<file path="config.mk">
export PLATFORM = sky130hd
export DESIGN_NAME = ptp_timer_pair
export DESIGN_NICKNAME = d
export VERILOG_FILES = /design/src/ptp_pkg.sv /design/src/ptp_counter8.sv /design/src/ptp_timer_pair.sv
export SDC_FILE = /design/constraint.sdc
export NUM_CORES = 1
export LEC_CHECK = 0
export BUFFER_PORTS_ARGS = -buffer_cell sky130_fd_sc_hd__buf_4
export CORE_MARGIN = 2
export CORE_UTILIZATION = 33
export CTS_BUF_LIST = sky130_fd_sc_hd__clkbuf_4 sky130_fd_sc_hd__clkbuf_8
export CTS_CLUSTER_DIAMETER = 120
export DETAILED_ROUTE_END_ITERATION = 6
export GPL_TIMING_DRIVEN = 0
export PLACE_DENSITY = 0.54
export RECOVER_POWER = 50
export SLEW_MARGIN = 10
export SYNTH_ARGS = -nofsm -noshare
export SYNTH_HDL_FRONTEND = slang
export SYNTH_HIERARCHICAL = 1
export SYNTH_SLANG_ARGS = --single-unit
</file>
<file path="constraint.sdc">
create_clock -name clk_i -period 2.5 [get_ports clk_i]
set_input_delay 0 -clock clk_i [delete_from_list [all_inputs] [get_ports clk_i]]
set_output_delay 0 -clock clk_i [all_outputs]
set_load 0.02 [all_outputs]
</file>
<file path="src/ptp_pkg.sv">
`default_nettype none

package ptp_pkg;

   ////////////////////////////////////////////////////////////////////////////
   // Register byte offsets on the Wishbone slave
   localparam logic [7:0] OFS_RUN_CONTROL  = 8'h00;
   localparam logic [7:0] OFS_PAIR_MODE    = 8'h04;
   localparam logic [7:0] OFS_FLOP_CONTROL = 8'h08;
   localparam logic [7:0] OFS_FIRST_CMP    = 8'h0C;
   localparam logic [7:0] OFS_SECOND_CMP   = 8'h10;
   localparam logic [7:0] OFS_STATUS       = 8'h14;

   ////////////////////////////////////////////////////////////////////////////
   // Field positions
   localparam int RUN_LOWER_BIT   = 0;
   localparam int RUN_UPPER_BIT   = 1;
   localparam int RUN_PRESC_BIT   = 7;
   localparam int MODE_LO_CLK_LSB = 0;
   localparam int MODE_UP_CLK_LSB = 2;
   localparam int MODE_PERIOD_LSB = 4;
   localparam int MODE_PAIR_LSB   = 6;
   localparam int FC_SOURCE_BIT   = 0;
   localparam int FC_TOG_EN_BIT   = 1;
   localparam int FC_CODE_LSB     = 2;
   localparam int FC_PIN_EN_BIT   = 6;
   localparam int FC_DOUBLE_BUFFER_ENABLE_BIT     = 7;
   localparam int ST_UPPER_LSB    = 8;
   localparam int ST_FLOP_BIT     = 16;

   ////////////////////////////////////////////////////////////////////////////
   // Encodings
   localparam logic [1:0] PAIR_DUAL8   = 2'h0;
   localparam logic [1:0] PAIR_CASC16  = 2'h1;
   localparam logic [1:0] PAIR_PPG     = 2'h2;
   localparam logic [1:0] PAIR_PWM     = 2'h3;
   localparam logic [1:0] FLOP_INVERT  = 2'h0;
   localparam logic [1:0] FLOP_SET     = 2'h1;
   localparam logic [1:0] FLOP_CLEAR   = 2'h2;
   localparam logic [1:0] FLOP_KEEP    = 2'h3;
   localparam logic [1:0] PERIOD_6BIT  = 2'h1;
   localparam logic [1:0] PERIOD_7BIT  = 2'h2;
   localparam logic [7:0] TOP_6BIT     = 8'h3F;
   localparam logic [7:0] TOP_7BIT     = 8'h7F;
   localparam logic [7:0] TOP_8BIT     = 8'hFF;

   ////////////////////////////////////////////////////////////////////////////
   // Prescaler taps: a tap fires when all its low bits are one
   localparam logic [10:0] TAP_8_MASK    = 11'h007;
   localparam logic [10:0] TAP_32_MASK   = 11'h01F;
   localparam logic [10:0] TAP_128_MASK  = 11'h07F;
   localparam logic [10:0] TAP_2048_MASK = 11'h7FF;

   localparam logic [7:0]  CNT_RESET  = 8'h00;
   localparam logic [31:0] DATA_ZERO  = 32'h0000_0000;

endpackage

`default_nettype wire

</file>
<file path="src/ptp_counter8.sv">
`timescale 1ns/1ps
`default_nettype none

module ptp_counter8 (
   input  wire logic       clk_i,
   input  wire logic       rst_i,
   input  wire logic       run_i,
   input  wire logic       inc_i,
   input  wire logic       clr_i,
   output logic [7:0]      count_o
);
   import ptp_pkg::*;

   typedef struct packed {
      logic [7:0] cnt;
   } ptp_cnt_state_type;

   ptp_cnt_state_type st_r;
   ptp_cnt_state_type st_nxt;

   // Stopping also clears, so a restart always begins at zero
   always_comb begin
      st_nxt = st_r;
      if (!run_i || clr_i) begin
         st_nxt.cnt = CNT_RESET;
      end else if (inc_i) begin
         st_nxt.cnt = st_r.cnt + 8'h01;
      end
   end

   always_ff @(posedge clk_i) begin
      if (rst_i) begin
         st_r <= '0;
      end else begin
         st_r <= st_nxt;
      end
   end

   assign count_o = st_r.cnt;

endmodule

`default_nettype wire

</file>
<file path="src/ptp_timer_pair.sv">
// Function
// RULE1: Pulse mode toggles the flop at first-compare match and again at second-compare match.
// RULE2: Pulse mode clears the lower counter when it matches the second compare.
// RULE3: Software keeps first compare below second compare in pulse mode.
// RULE4: Software sets the upper run bit in pulse mode; upper timer unavailable.
// RULE5: Pulse mode with double buffering reloads first compare at second-compare match.
// RULE6: Software picks pulse polarity by clearing or setting the flop first.
// RULE7: PWM uses only the lower timer; upper timer stays an independent 8-bit timer.
// RULE8: PWM toggles the flop at first-compare match and at 2^n-1 overflow.
// RULE9: PWM clears the lower counter at each 2^n-1 overflow.
// RULE10: Software keeps PWM first compare nonzero and below the overflow value.
// RULE11: PWM with double buffering reloads first compare at each overflow.
// RULE12: Pair mode 00 dual 8-bit, 01 cascaded 16-bit, 10 pulse generation.
// RULE13: Pair mode 11 is PWM; period 01, 10, 11 give 2^6-1, 2^7-1, 2^8-1.
// RULE14: Lower clock select 00 pin, 01 8/fc, 10 32/fc, 11 128/fc.
// RULE15: Upper clock select 01 8/fc, 10 128/fc, 11 2048/fc; 00 lower match in dual.
// RULE16: Dual mode flop source picks lower or upper match; upper output off beside PWM.
// RULE17: The flop drives the timer output pin when the pin function is selected.
//
// Register access over Wishbone and the address map were left to the implementer.
`timescale 1ns/1ps
`default_nettype none

module ptp_timer_pair (
   input  wire logic                clk_i,
   input  wire logic                rst_i,
   input  wire logic                wb_cyc_i,
   input  wire logic                wb_stb_i,
   input  wire logic                wb_we_i,
   input  wire logic [7:0]          wb_adr_i,
   input  wire logic [3:0]          wb_sel_i,
   input  wire logic [31:0]         wb_dat_i,
   output logic      [31:0]         wb_dat_o,
   output logic                     wb_ack_o,
   input  wire logic                ext_count_i,
   output logic                     timer_output_pin_o
);
   import ptp_pkg::*;

   typedef struct packed {
      logic        ack;
      logic [31:0] dat;
      logic        run_lo;
      logic        run_up;
      logic        run_pre;
      logic [1:0]  lower_clock_select;
      logic [1:0]  upper_clock_select;
      logic [1:0]  pwm_period_field;
      logic [1:0]  pair_mode_field;
      logic        flop_toggle_source;
      logic        tog_en;
      logic        pin_en;
      logic        double_buffer_enable;
      logic [7:0]  first_compare_reg;
      logic [7:0]  cmp_buffer;
      logic [7:0]  second_compare_reg;
      logic [10:0] presc;
      logic        ext_prev;
      logic        output_toggle_flop;
      logic        pin;
   } ptp_state_type;

   ptp_state_type st_r;
   ptp_state_type st_nxt;

   logic [7:0] lower_up_counter;
   logic [7:0] upper_up_counter;
   logic       lo_inc;
   logic       lo_clr;
   logic       up_inc;
   logic       up_clr;
   logic       lo_tick;
   logic       up_tick;
   logic       ext_edge;
   logic       tap8;
   logic       tap32;
   logic       tap128;
   logic       tap2048;
   logic       lo_m1;
   logic       lo_m2;
   logic       up_m;
   logic       ovf;
   logic       joint;
   logic       tog;
   logic       load;
   logic [7:0] top;
   logic       req;
   logic       wr_hit;
   logic       flop_wr;

   ////////////////////////////////////////////////////////////////////////////
   // Counters
   ptp_counter8 u_lower (
      .clk_i   (clk_i),
      .rst_i   (rst_i),
      .run_i   (st_r.run_lo),
      .inc_i   (lo_inc),
      .clr_i   (lo_clr),
      .count_o (lower_up_counter)
   );
   ptp_counter8 u_upper (
      .clk_i   (clk_i),
      .rst_i   (rst_i),
      .run_i   (st_r.run_up),
      .inc_i   (up_inc),
      .clr_i   (up_clr),
      .count_o (upper_up_counter)
   );

   ////////////////////////////////////////////////////////////////////////////
   // Clock sources and compare events
   always_comb begin
      ext_edge = ext_count_i & ~st_r.ext_prev;
      tap8     = st_r.run_pre && ((st_r.presc & TAP_8_MASK) == TAP_8_MASK);
      tap32    = st_r.run_pre && ((st_r.presc & TAP_32_MASK) == TAP_32_MASK);
      tap128   = st_r.run_pre && ((st_r.presc & TAP_128_MASK) == TAP_128_MASK);
      tap2048  = st_r.run_pre && ((st_r.presc & TAP_2048_MASK) == TAP_2048_MASK);
      unique case (st_r.lower_clock_select)                               // RULE14
         2'h0: lo_tick = ext_edge;
         2'h1: lo_tick = tap8;
         2'h2: lo_tick = tap32;
         2'h3: lo_tick = tap128;
      endcase
      unique case (st_r.pwm_period_field)                                  // RULE13
         PERIOD_6BIT: top = TOP_6BIT;
         PERIOD_7BIT: top = TOP_7BIT;
         default:     top = TOP_8BIT;
      endcase
      lo_m1 = lo_tick && (lower_up_counter == st_r.first_compare_reg);
      lo_m2 = lo_tick && (lower_up_counter == st_r.second_compare_reg);
      ovf   = lo_tick && (lower_up_counter == top);
      joint = lo_m1 && (upper_up_counter == st_r.second_compare_reg);
      lo_inc = lo_tick;
      lo_clr = 1'b0;
      up_clr = 1'b0;
      up_inc = 1'b0;
      up_tick = 1'b0;
      up_m   = 1'b0;
      tog    = 1'b0;
      load   = 1'b0;
      unique case (st_r.pair_mode_field)                                   // RULE12
         PAIR_DUAL8: begin
            unique case (st_r.upper_clock_select)                          // RULE15
               2'h0: up_tick = lo_m1;
               2'h1: up_tick = tap8;
               2'h2: up_tick = tap128;
               2'h3: up_tick = tap2048;
            endcase
            up_m   = up_tick && (upper_up_counter == st_r.second_compare_reg);
            lo_clr = lo_m1;
            up_inc = up_tick;
            up_clr = up_m;
            tog    = st_r.flop_toggle_source ? up_m : lo_m1;               // RULE16
         end
         PAIR_CASC16: begin
            // Lower match alone never clears; both halves clear together
            up_inc = lo_tick && (lower_up_counter == TOP_8BIT) && !joint;
            lo_clr = joint;
            up_clr = joint;
            tog    = joint;
         end
         PAIR_PPG: begin
            // Upper counter is held at zero, it has no job here
            lo_clr = lo_m2;                                                // RULE2
            up_clr = 1'b1;
            tog    = lo_m1 ^ lo_m2;                                        // RULE1
            load   = lo_m2;                                                // RULE5
         end
         PAIR_PWM: begin
            unique case (st_r.upper_clock_select)                          // RULE15
               2'h0: up_tick = 1'b0;
               2'h1: up_tick = tap8;
               2'h2: up_tick = tap128;
               2'h3: up_tick = tap2048;
            endcase
            up_m   = up_tick && (upper_up_counter == st_r.second_compare_reg);
            up_inc = up_tick;                                              // RULE7
            up_clr = up_m;
            lo_clr = ovf;                                                  // RULE9
            tog    = lo_m1 ^ ovf;                                          // RULE8 RULE16
            load   = ovf;                                                  // RULE11
         end
      endcase
   end

   ////////////////////////////////////////////////////////////////////////////
   // Wishbone slave, registers and output flop
   assign req     = wb_cyc_i && wb_stb_i;
   assign wr_hit  = req && wb_we_i && st_r.ack && wb_sel_i[0];
   assign flop_wr = wr_hit && (wb_adr_i == OFS_FLOP_CONTROL);
   always_comb begin
      st_nxt          = st_r;
      st_nxt.ext_prev = ext_count_i;
      st_nxt.presc    = st_r.run_pre ? st_r.presc + 11'h001 : 11'h000;
      // A same-cycle first compare write only reaches the buffer, so the reload still takes the old buffer value
      if (st_r.double_buffer_enable && load) begin
         st_nxt.first_compare_reg = st_r.cmp_buffer;                       // RULE5 RULE11
      end
      if (st_r.tog_en && tog) begin
         st_nxt.output_toggle_flop = ~st_r.output_toggle_flop;             // RULE1 RULE8
      end
      if (wr_hit) begin
         unique case (wb_adr_i)
            OFS_RUN_CONTROL: begin
               st_nxt.run_lo  = wb_dat_i[RUN_LOWER_BIT];
               st_nxt.run_up  = wb_dat_i[RUN_UPPER_BIT];                   // RULE4
               st_nxt.run_pre = wb_dat_i[RUN_PRESC_BIT];
            end
            OFS_PAIR_MODE: begin
               st_nxt.lower_clock_select = wb_dat_i[MODE_LO_CLK_LSB +: 2];
               st_nxt.upper_clock_select = wb_dat_i[MODE_UP_CLK_LSB +: 2];
               st_nxt.pwm_period_field   = wb_dat_i[MODE_PERIOD_LSB +: 2];
               st_nxt.pair_mode_field    = wb_dat_i[MODE_PAIR_LSB +: 2];
            end
            OFS_FLOP_CONTROL: begin
               st_nxt.flop_toggle_source   = wb_dat_i[FC_SOURCE_BIT];
               st_nxt.tog_en               = wb_dat_i[FC_TOG_EN_BIT];
               st_nxt.pin_en               = wb_dat_i[FC_PIN_EN_BIT];
               st_nxt.double_buffer_enable = wb_dat_i[FC_DOUBLE_BUFFER_ENABLE_BIT];
               // Software invert, set or clear overrides a hardware toggle; keep lets the toggle land
               unique case (wb_dat_i[FC_CODE_LSB +: 2])                    // RULE6
                  FLOP_INVERT: st_nxt.output_toggle_flop = ~st_r.output_toggle_flop;
                  FLOP_SET:    st_nxt.output_toggle_flop = 1'b1;
                  FLOP_CLEAR:  st_nxt.output_toggle_flop = 1'b0;
                  FLOP_KEEP:   st_nxt.output_toggle_flop = st_nxt.output_toggle_flop;
               endcase
            end
            OFS_FIRST_CMP: begin
               st_nxt.cmp_buffer = wb_dat_i[7:0];
               if (!st_r.double_buffer_enable) begin
                  st_nxt.first_compare_reg = wb_dat_i[7:0];
               end
            end
            OFS_SECOND_CMP: begin
               st_nxt.second_compare_reg = wb_dat_i[7:0];
            end
            default: ;
         endcase
      end
      st_nxt.ack = req && !st_r.ack;
      st_nxt.dat = DATA_ZERO;
      if (req && !st_r.ack && !wb_we_i) begin
         unique case (wb_adr_i)
            OFS_RUN_CONTROL: begin
               st_nxt.dat[RUN_LOWER_BIT] = st_r.run_lo;
               st_nxt.dat[RUN_UPPER_BIT] = st_r.run_up;
               st_nxt.dat[RUN_PRESC_BIT] = st_r.run_pre;
            end
            OFS_PAIR_MODE: begin
               st_nxt.dat[7:0] = {st_r.pair_mode_field, st_r.pwm_period_field,
                                  st_r.upper_clock_select, st_r.lower_clock_select};
            end
            OFS_FLOP_CONTROL: begin
               // The action code reads as "keep" since it is a command
               st_nxt.dat[FC_SOURCE_BIT]      = st_r.flop_toggle_source;
               st_nxt.dat[FC_TOG_EN_BIT]      = st_r.tog_en;
               st_nxt.dat[FC_CODE_LSB +: 2]   = FLOP_KEEP;
               st_nxt.dat[FC_PIN_EN_BIT]      = st_r.pin_en;
               st_nxt.dat[FC_DOUBLE_BUFFER_ENABLE_BIT]        = st_r.double_buffer_enable;
            end
            OFS_FIRST_CMP:  st_nxt.dat[7:0] = st_r.cmp_buffer;
            OFS_SECOND_CMP: st_nxt.dat[7:0] = st_r.second_compare_reg;
            OFS_STATUS: begin
               st_nxt.dat[7:0]                    = lower_up_counter;
               st_nxt.dat[ST_UPPER_LSB +: 8]      = upper_up_counter;
               st_nxt.dat[ST_FLOP_BIT]            = st_r.output_toggle_flop;
            end
            default: st_nxt.dat = DATA_ZERO;
         endcase
      end
      st_nxt.pin = st_nxt.pin_en & st_nxt.output_toggle_flop;              // RULE17
   end

   always_ff @(posedge clk_i) begin
      if (rst_i) begin
         st_r <= '0;
      end else begin
         st_r <= st_nxt;
      end
   end

   assign wb_ack_o           = st_r.ack;
   assign wb_dat_o           = st_r.dat;
   assign timer_output_pin_o = st_r.pin;

   ////////////////////////////////////////////////////////////////////////////
   // Checks
   AST_PPG_TOGGLE: assert property (@(posedge clk_i) disable iff (rst_i)   // RULE1
      (st_r.pair_mode_field == PAIR_PPG) && st_r.run_lo && st_r.tog_en && lo_m1 && !lo_m2
      && !flop_wr |=> (st_r.output_toggle_flop != $past(st_r.output_toggle_flop)))
      else $error("pulse mode flop did not toggle on first compare");
   AST_PPG_CLEAR: assert property (@(posedge clk_i) disable iff (rst_i)    // RULE2
      (st_r.pair_mode_field == PAIR_PPG) && lo_m2 |=> (lower_up_counter == CNT_RESET))
      else $error("pulse mode counter not cleared on second compare");
   AST_PPG_DBUF: assert property (@(posedge clk_i) disable iff (rst_i)     // RULE5
      (st_r.pair_mode_field == PAIR_PPG) && st_r.double_buffer_enable && lo_m2 && !wr_hit
      |=> (st_r.first_compare_reg == $past(st_r.cmp_buffer)))
      else $error("pulse mode buffer not reloaded");
   AST_PWM_UPPER: assert property (@(posedge clk_i) disable iff (rst_i)    // RULE7
      (st_r.pair_mode_field == PAIR_PWM) && st_r.run_up && up_tick && !up_m && !wr_hit
      |=> (upper_up_counter == $past(upper_up_counter) + 8'h01))
      else $error("upper timer not counting beside pwm");
   AST_PWM_TOGGLE: assert property (@(posedge clk_i) disable iff (rst_i)   // RULE8
      (st_r.pair_mode_field == PAIR_PWM) && st_r.run_lo && st_r.tog_en && ovf && !lo_m1
      && !flop_wr |=> (st_r.output_toggle_flop != $past(st_r.output_toggle_flop)))
      else $error("pwm flop did not toggle on overflow");
   AST_PWM_CLEAR: assert property (@(posedge clk_i) disable iff (rst_i)    // RULE9
      (st_r.pair_mode_field == PAIR_PWM) && st_r.run_lo && !wr_hit
      ##0 (lower_up_counter == top) ##0 lo_tick |=> (lower_up_counter == CNT_RESET))
      else $error("pwm counter not cleared at overflow");
   AST_PWM_DBUF: assert property (@(posedge clk_i) disable iff (rst_i)     // RULE11
      (st_r.pair_mode_field == PAIR_PWM) && st_r.double_buffer_enable && ovf && !wr_hit
      |=> (st_r.first_compare_reg == $past(st_r.cmp_buffer)))
      else $error("pwm buffer not reloaded");
   AST_CASC_NOCLR: assert property (@(posedge clk_i) disable iff (rst_i)   // RULE12
      (st_r.pair_mode_field == PAIR_CASC16) && st_r.run_lo && lo_m1 && !joint && !wr_hit
      && (lower_up_counter != TOP_8BIT) |=> (lower_up_counter == $past(lower_up_counter) + 8'h01))
      else $error("cascade lower match cleared the counter");
   AST_PWM_PERIOD6: assert property (@(posedge clk_i) disable iff (rst_i)  // RULE13
      (st_r.pair_mode_field == PAIR_PWM) && (st_r.pwm_period_field == PERIOD_6BIT) && !wr_hit
      |=> (lower_up_counter <= TOP_6BIT) || ($past(lower_up_counter) > TOP_6BIT))
      else $error("6-bit pwm counter passed its top");
   AST_LO_STILL: assert property (@(posedge clk_i) disable iff (rst_i)     // RULE14
      (st_r.lower_clock_select == 2'h0) && st_r.run_lo && !ext_edge && !wr_hit
      |=> $stable(lower_up_counter))
      else $error("lower counter moved without a pin edge");
   AST_SRC_UPPER: assert property (@(posedge clk_i) disable iff (rst_i)    // RULE16
      (st_r.pair_mode_field == PAIR_DUAL8) && st_r.flop_toggle_source && !up_m && !flop_wr
      |=> $stable(st_r.output_toggle_flop))
      else $error("flop toggled by the unselected timer");
   AST_PIN: assert property (@(posedge clk_i) disable iff (rst_i)          // RULE17
      st_r.pin_en |-> (timer_output_pin_o == st_r.output_toggle_flop))
      else $error("output pin differs from flop");

endmodule

`default_nettype wire
</file>
Word level (Yosys, flattened, before mapping). Cells that the tools add are included.

Register bits after elaboration: 102. Bits in latches: 0. RAM bits: 0. Bits in read-only memories: 0. Input port bits: 50. Output and inout bits: 34. Logic and storage cells: 133. Memories: 0.

Add/subtract/negate cells: 3. $mul: 0. Divide/modulo/power cells: 0. Order comparisons: 0. Equality and inequality tests: 28. Shifts and indexed selects: 0. Multiplexer cells: 27. Bitwise logic cells: 9. Reduce and logical (&&, ||, !) cells: 42.

Operators with widths (number): 8-bit == test (4); 1-bit one-hot mux with 4 select lines (7); 26-bit 2-to-1 mux (1); 8-bit 2-to-1 mux (3); 1-bit logical AND (20); 2-bit == test, second input constant (9); 8-bit by 1-bit adder with 8-bit output, second input constant (2); 8-bit by 4-bit == test with 1-bit output, second input constant (2); 8-bit by 5-bit == test with 1-bit output, second input constant (2); 16-bit 2-to-1 mux (1); 8-bit one-hot mux with 2 select lines (1); 2-bit one-hot mux with 6 select lines (1); 11-bit by 1-bit adder with 11-bit output, second input constant (1); 11-bit == test, second input constant (1); 2-bit by 1-bit == test with 1-bit output, second input constant (5); 2-bit one-hot mux with 5 select lines (1); 2-bit AND reduction (5); 8-bit by 3-bit == test with 1-bit output, second input constant (1); 8-bit == test, second input constant (1); 2-bit zero test (4); 8-bit zero test (1); 2-bit one-hot mux with 4 select lines (1); 2-bit OR reduction (4); 7-bit == test, second input constant (1); 14 further kinds (30).

Longest topological paths before layout. Gate-level depths: netlist of the first run.

Depth in word-level cells: 15. Gate-level depth with buffers: 13. Mapped depth without buffers: 12.

Hierarchy. Netlist of the first run, hierarchy kept.

Modules (own cells, without submodules): ptp_timer_pair (times used 1, cells each 435, area each 3861.2 um^2, seq. area each 1421.4 um^2); ptp_counter8 (times used 2, cells each 38, area each 347.8 um^2, seq. area each 160.2 um^2).

Least setup slack after synthesis of the first run. No wires, ideal clock.

Path type: register to register. From: reg st_r[3] (netlist name). To: reg u_upper.st_r, in the netlist u_upper/count_o[5]. Setup time: 0.070 ns. Data arrival time: 2.463 ns. Data required time: 2.430 ns. Slack: -0.033 ns. Stages on the path, launching flop included: 14. Path buffers: 1. Period minus slack after synthesis: 2.533 ns. Cell sequence: dfxtp_1 -> ha_1 -> and3_1 -> ha_1 -> nand4b_1 -> nand3_1 -> nor2_1 -> a2111oi_0 -> o21ai_0 -> a21oi_1 -> buf_4 -> nand4_2 -> or3_1 -> a21oi_1.

Elaborated cells on any way between the ends: 24. Those cells by class: 4 x eq/ne; 7 x mux; 13 x reduce/logical.

RTL lines: start: declaration (RTL line ptp_timer_pair.sv:63) `ptp_state_type st_r;`; start signal: assignment (RTL line ptp_timer_pair.sv:278) `st_r <= st_nxt;`; branches (longest 7 deep; another with 7-bit == test); 1-bit one-hot mux with 3 select lines * (RTL line ptp_timer_pair.sv:141) `unique case (st_r.pair_mode_field)`; net up_inc (RTL line ptp_timer_pair.sv:70) `logic up_inc;`; end signal: assignment (RTL line ptp_counter8.sv:35) `st_r <= st_nxt;`; end: declaration (RTL line ptp_counter8.sv:18) `ptp_cnt_state_type st_r;`.

Mark *: on every way through the listed nets, which the timed path passes. The select of a mux whose other input is x is not followed. A chain may end at the register's enable or synchronous reset.

Worst setup path after layout of the first run.
From: reg u_lower.st_r, in the netlist u_lower/count_o[1]. To: reg u_upper.st_r, in the netlist u_upper/count_o[7].

Elaborated cells on any way between the ends: 14. Those cells by class: 2 x eq/ne; 4 x mux; 8 x reduce/logical.

RTL lines (RTL line): start: declaration (ptp_counter8.sv:18); start signal: assignment (ptp_counter8.sv:35); branches (longest 5 deep; another with 8-bit == test); 1-bit one-hot mux with 3 select lines * (ptp_timer_pair.sv:141); net up_inc (ptp_timer_pair.sv:70).

Marks and branches as above.

==> qor.csv, run 1 <==
stage,metric,value,unit
floorplanning,die footprint,14800,um2
global_routing,routing usage on met2,27.5,%
critical_path,Crit-path slowest cell,or3_4,
global_routing,overall routing resource usage,17.4,%
floorplanning,Die X,122,um
layout,# diodes,0,
run_status,status,"finished, violations left",
placement,GP Congestion,0.874,
logic_synthesis,Post-Syn Area,4560,um2
cts,Worst-Skew Late Latency,0.38,ns
logic_synthesis,Most used DFF post-synth,dfxtp_1,
floorplanning,Initial Util,34.1,%
power,Peak supply drop,0.237,mV
logic_synthesis,Yosys cell types,57,
power,Leak Pwr,2.46,nW
sta,Pins Over Slew Limit,0,
cts,CTS max path bufs,2,
critical_path,CP Buf/Inv Count,2,
placement,I/O Buffers,40,
floorplanning,Die H,122,um
logic_synthesis,Synth Instances,511,
layout,share of cells above drive strength 1,27.7,%
global_routing,number of global-route vias before repair,3668,
critical_path,Crit Path Category,reg2reg,
layout,most frequent cells in the layout,"buf_4, dfxtp_1, nor2_1",
critical_path,family with the most delay on the worst path,simple AND/OR/NAND/NOR gates,
min_path,Min-Delay Path Class,in2reg,
sta,FMAX,400,MHz
floorplanning,I/O pin cnt,84,
global_routing,initial antenna violation count,0,
critical_path,crit-path max FO,5,
critical_path,Startpoint Class,register,
route,routed length per instance,15.8,um
sta,Slew headroom,41.9,%
global_routing,busiest layer in global routing,met2,
critical_path,Worst Path Required,2.82,ns
placement,post-place instance area,5130,um2
layout,"Area growth, synth to finish",28.1,%
cts,Sinks on Clock Net,87,
critical_path,Worst path most repeated cell,a21oi_2,
job,max_cap viols,0,
layout,Non-Filler Instances,790,
sta,RSZ-0062 raised after global routing,yes,
logic_synthesis,"EDFF count, synth",0,
run_status,violated checks,hold timing,
cts,CTS tree,done,
sta,Fin. Hold Viols,2,
logic_synthesis,post-synthesis area per instance,8.92,um2
critical_path,element type at the critical path end,register,
cts,cts bufs inserted,9,
critical_path,Worst Path Arrival,2.82,ns
floorplanning,Cell Rows,42,
logic_synthesis,synth warn,6,
logic_synthesis,register area share after synthesis,38.2,%
route,"wirelength, routed",12500,um
route,initial drt markers,336,
sta,Post-Route Skew,0.0125,ns
layout,final instance area,5840,um2
placement,hpwl dp,8910,um
route,DR vias/cell,5.01,
layout,Final Net Count,665,
placement,Placed Cells,741,
cts,Root Driver,clkbuf_8,
global_routing,largest net degree at the start of global routing,15,
power,total power,0.00252,W
sta,Worst Max-Slew Pin Slew,0.867,ns
cts,clk slew on worst S/H paths,0.09,ns
route,Detail Route Antenna Nets,0,
route,First-pass DRT Iterations,5,
logic_synthesis,"Async S/R FF share, synth",0,%
power,Power Density,432,nW/um2
floorplanning,Core Area,13300,um2
cts,H-tree levels,3,
critical_path,CP peak stage delay,0.39,ns
layout,"commonest non-fill, non-tap cell in the layout",buf_4,
sta,final setup vio count,0,
layout,Filler Cells Inserted,1344,
global_routing,first-pass GRT wire length,19500,um
global_routing,gr ovfl total,0,
sta,worst hold slack,-0.00384,ns
global_routing,met3 Use GR,2.77,%
global_routing,met1 Usage GRT,23.5,%
sta,Final period util,100,%
route,drt drc,0,
route,DR vias,3961,
critical_path,critical path cell sequence,xor2_1 > nor4_2 > buf_4 > and2_4 > o21ai_4 > o31ai_2 > a21oi_1 > a21oi_2 > buf_6 > nand4_4 > or3_4 > a21oi_2,
logic_synthesis,Seq cells post-synth,87,
sta,post-route minimum period,2.50,ns
repair_timing:
item / CTS / global route
endpoints found under the setup margin: 18 / 26
resized for setup: 35 / 24
buffers inserted: 12 / 10
hold endpoints to repair: 45 / 0
hold buffers: 14 / 0
pin swaps: 13 / 13
final timing paths:
kind                                          from                 end  slack [ns]  depth (start not counted)
worst min-delay path                         rst_i  u_upper/count_o[6]      -0.004                          3
worst max register to register  u_lower/count_o[1]  u_upper/count_o[7]       0.001                         12
worst max-delay path            u_lower/count_o[1]  u_upper/count_o[7]       0.001                         12
worst min register to register            wb_ack_o            wb_ack_o        0.47                          1
worst min-delay path: stages:
cell     delay, ns
buf_4         0.10
or3b_4        0.19
a21oi_2       0.04
synth_stat cells, types with 3 or more instances:
cell      count  share of area, %
and3_1        7              0.96
mux4_2        3               1.5
ha_1          6               1.6
nor3_1        9              0.99
xnor2_1       7               1.3
xor2_1       34               6.5
nand4_1       9               1.2
or3_1         9               1.2
nor4_1        7              0.96
a22oi_1       3              0.49
and2_1       13               1.8
clkbuf_8      3              0.91
a21oi_1      26               2.9
nor2b_1       3              0.41
mux2i_1      43               9.4
inv_1        11              0.91
clkbuf_1     10              0.82
nand2_1      34               2.8
o21ai_0      13               1.4
nand3_1      18               2.0
nor2_1       67               5.5
buf_4        35               5.8
and4_1        4              0.77
dfxtp_1      87                38
a211oi_1      8               1.3
registers in the layout, summed over array words and instances (netlist names):
name and flops:
st_r 52, timer_output_pin_o 1, u_lower/count_o 8, u_upper/count_o 8
wb_ack_o 1, wb_dat_o 17
where the power goes:
group          leakage, nW  total (W)  switching [W]  internal, W
Sequential           0.710    0.00138    0.000000909      0.00138
Clock               0.0857   0.000944       0.000532     0.000412
Combinational         1.66   0.000200       0.000107    0.0000926
metrics by stage:
| stage | hold slack, ns | TNS (ns) | util, % | worst slack (ns) |
|---|---|---|---|---|
| floorplan | 0.128 | 0 | - | 0.0136 |
| detailed placement | 0.251 | -4.37 | 38.4 | -0.609 |
| global route | 0.00187 | -0.870 | 43.7 | -0.120 |
| global placement | 0.229 | -3.87 | 38.4 | -0.589 |
| CTS | 0.0260 | 0 | 42.3 | 0.000507 |
| finish | -0.00384 | 0 | 43.7 | 0.00104 |
routing by layer:
metal | vias up | wire length, um
met3 | 25 | 669
met4 | 0 | 270
met5 | - | 0
met1 | 1881 | 5710
li1 | 1929 | -
met2 | 126 | 5830
cell families after synthesis:
logic type	Yosys count	share of synthesized area, %
other cells	1	0.0823
buf+inv	65	9.34
mux	49	11.7
xor+xnor	41	7.88
flops	87	38.2
simple gates	196	22.0
fa+ha+maj	6	1.65
compound gates	66	9.12
cell type report:
cell class | instances | area (um2) | share of cell area [%]
multi-input cells | 373 | 2630 | 45.1
flip-flops and latches | 87 | 1780 | 30.5
repair buffers | 76 | 606 | 10.4
plain buffers | 51 | 375 | 6.43
well taps | 176 | 220 | 3.77
clock buffers | 12 | 153 | 2.62
inverters | 11 | 41.3 | 0.708
clock inverters | 4 | 31.3 | 0.536
No activity file was read; power rests on OpenSTA's default activity.
==> run 2: changes to the inputs <==
PLACE_DENSITY = 0.59   (was 0.54)
==> qor.csv, run 2 (synthesis gave the netlist of run 1 again) <==
stage,metric,value,unit
run_status,status,completed,
placement,Placed Cells,741,
placement,I/O Buffers,40,
route,"wirelength, routed",12200,um
critical_path,Worst Path Required,2.82,ns
power,Peak supply drop,0.374,mV
cts,CTS max path bufs,2,
global_routing,number of global-route vias before repair,3730,
placement,hpwl dp,8890,um
global_routing,gr ovfl total,0,
layout,Final Net Count,657,
critical_path,worst reg2reg path endpoint,u_upper/count_o[5],
critical_path,Startpoint Class,register,
critical_path,CP endpoint,u_upper/count_o[5],
global_routing,largest net degree at the start of global routing,15,
layout,most frequent cells in the layout,"dfxtp_1, buf_4, nor2_1",
layout,max FFs per register,52,
cts,H-tree levels,3,
critical_path,FF-to-FF Start,u_lower/count_o[4],
sta,final setup vio count,0,
floorplanning,die footprint,14800,um2
route,routed length per instance,15.6,um
power,Power Density,469,nW/um2
min_path,Min-Delay Path Class,in2reg,
floorplanning,Die H,122,um
cts,cts bufs inserted,9,
route,DR vias,3913,
critical_path,flop-to-flop setup slack,0.07,ns
route,First-pass DRT Iterations,5,
route,DR vias/cell,5.00,
min_path,hold depth,4,
global_routing,initial antenna violation count,0,
placement,GP Congestion,0.879,
cts,Sinks on Clock Net,87,
layout,Util after Layout,42.7,%
route,initial drt markers,258,
floorplanning,Cell Rows,42,
layout,"commonest non-fill, non-tap cell in the layout",dfxtp_1,
floorplanning,Initial Util,34.1,%
sta,Fin. Hold Viols,0,
sta,worst hold slack,0.0432,ns
layout,share of cells above drive strength 1,22.9,%
sta,Worst Max-Slew Pin Slew,0.834,ns
cts,clk slew on worst S/H paths,0.09,ns
global_routing,overall routing resource usage,17.2,%
route,Detail Route Antenna Nets,0,
sta,RSZ-0062 raised after global routing,yes,
cts,CTS tree,done,
layout,Non-Filler Instances,782,
route,drt drc,0,
cts,Root Driver,clkbuf_8,
floorplanning,Die X,122,um
layout,# diodes,0,
critical_path,crit-path max FO,8,
power,Leak Pwr,2.30,nW
critical_path,element type at the critical path end,register,
sta,Post-Route Skew,0.00879,ns
critical_path,crit path from,u_lower/count_o[4],
critical_path,Worst Path Arrival,2.74,ns
floorplanning,Core Area,13300,um2
critical_path,R2R depth,11,
sta,post-route minimum period,2.43,ns
job,max_cap viols,0,
sta,Pins Over Slew Limit,0,
power,total power,0.00267,W
layout,"Area growth, synth to finish",25.0,%
sta,Sum Neg Setup Slack,0,ns
layout,Top reg by flops,st_r,
floorplanning,I/O pin cnt,84,
sta,Final period util,97.1,%
sta,Slew headroom,44.1,%
cts,Worst-Skew Late Latency,0.38,ns
critical_path,Crit Path Category,reg2reg,
sta,FMAX,412,MHz
global_routing,first-pass GRT wire length,19500,um
run 2: cell count changes in the layout (fill, tap and decap cells not counted), moves of 3 or more:
cell        previous run  this run
clkbuf_1               9        31
clkinvlp_4             3         0
clkbuf_8              13        10
nor4_2                 4         1
xor2_1                33        30
buf_4                 94        66
xor2_2                 1         4
run 2: final cells by class:
type	count	area, um2
Fill cell	1355	7650
Multi-Input combinational cell	373	2610
Sequential cell	87	1790
Timing Repair Buffer	68	469
Buffer	51	352
Tap cell	176	220
Clock buffer	11	139
Clock inverter	5	82.6
Inverter	11	41.3
run 2: metal layers:
layer	routed length (um)	share of wire [%]	global-route usage (%)	up-vias
met2	5650	46	27.1	126
li1	-	-	-	1912
met3	868	7.1	4.61	24
met4	209	1.7	5.03	0
met5	0	0	0	-
met1	5470	45	23.1	1851
run 2: worst min path at each step:
stage                      startpoint           to  slack, ns
after detailed placement  ext_count_i      st_r[2]       0.24
after CTS                    wb_cyc_i  wb_dat_o[5]       0.03
after global routing         wb_cyc_i  wb_dat_o[5]       0.06
after floorplan           ext_count_i      st_r[2]       0.13
final                        wb_cyc_i  wb_dat_o[5]       0.04
after global placement    ext_count_i      st_r[2]       0.24
run 2: worst max-delay path: stages, from the launching register on:
cell       delay (ns)
dfxtp_4          0.42
xor2_1           0.22
nor4_2           0.08
and2_4           0.16
buf_4            0.14
a2111oi_4        0.37
o21ai_1          0.09
a21oi_1          0.16
buf_4            0.16
nand4_4          0.09
or3_4            0.35
a21oi_2          0.12
run 2: stage by stage:
stage,setup WS [ns],area (um2)
after CTS,0.0315,5710
after global routing,-0.0535,5700
after floorplan,0.0136,4610
after global placement,-0.471,5130
final,0.0715,5700
after detailed placement,-0.557,5130
run 2: repair_timing:
item	in CTS	in global routing
endpoints found under the hold margin	45	7
pin swaps	12	11
setup endpoints to repair	18	24
gates resized for setup	41	16
hold buffers	14	1
buffers inserted	12	2
run 2: where the power goes:
group | switching [W] | internal [W]
logic | 0.000105 | 0.0000794
clock network | 0.000521 | 0.000587
registers | 0.000000840 | 0.00137
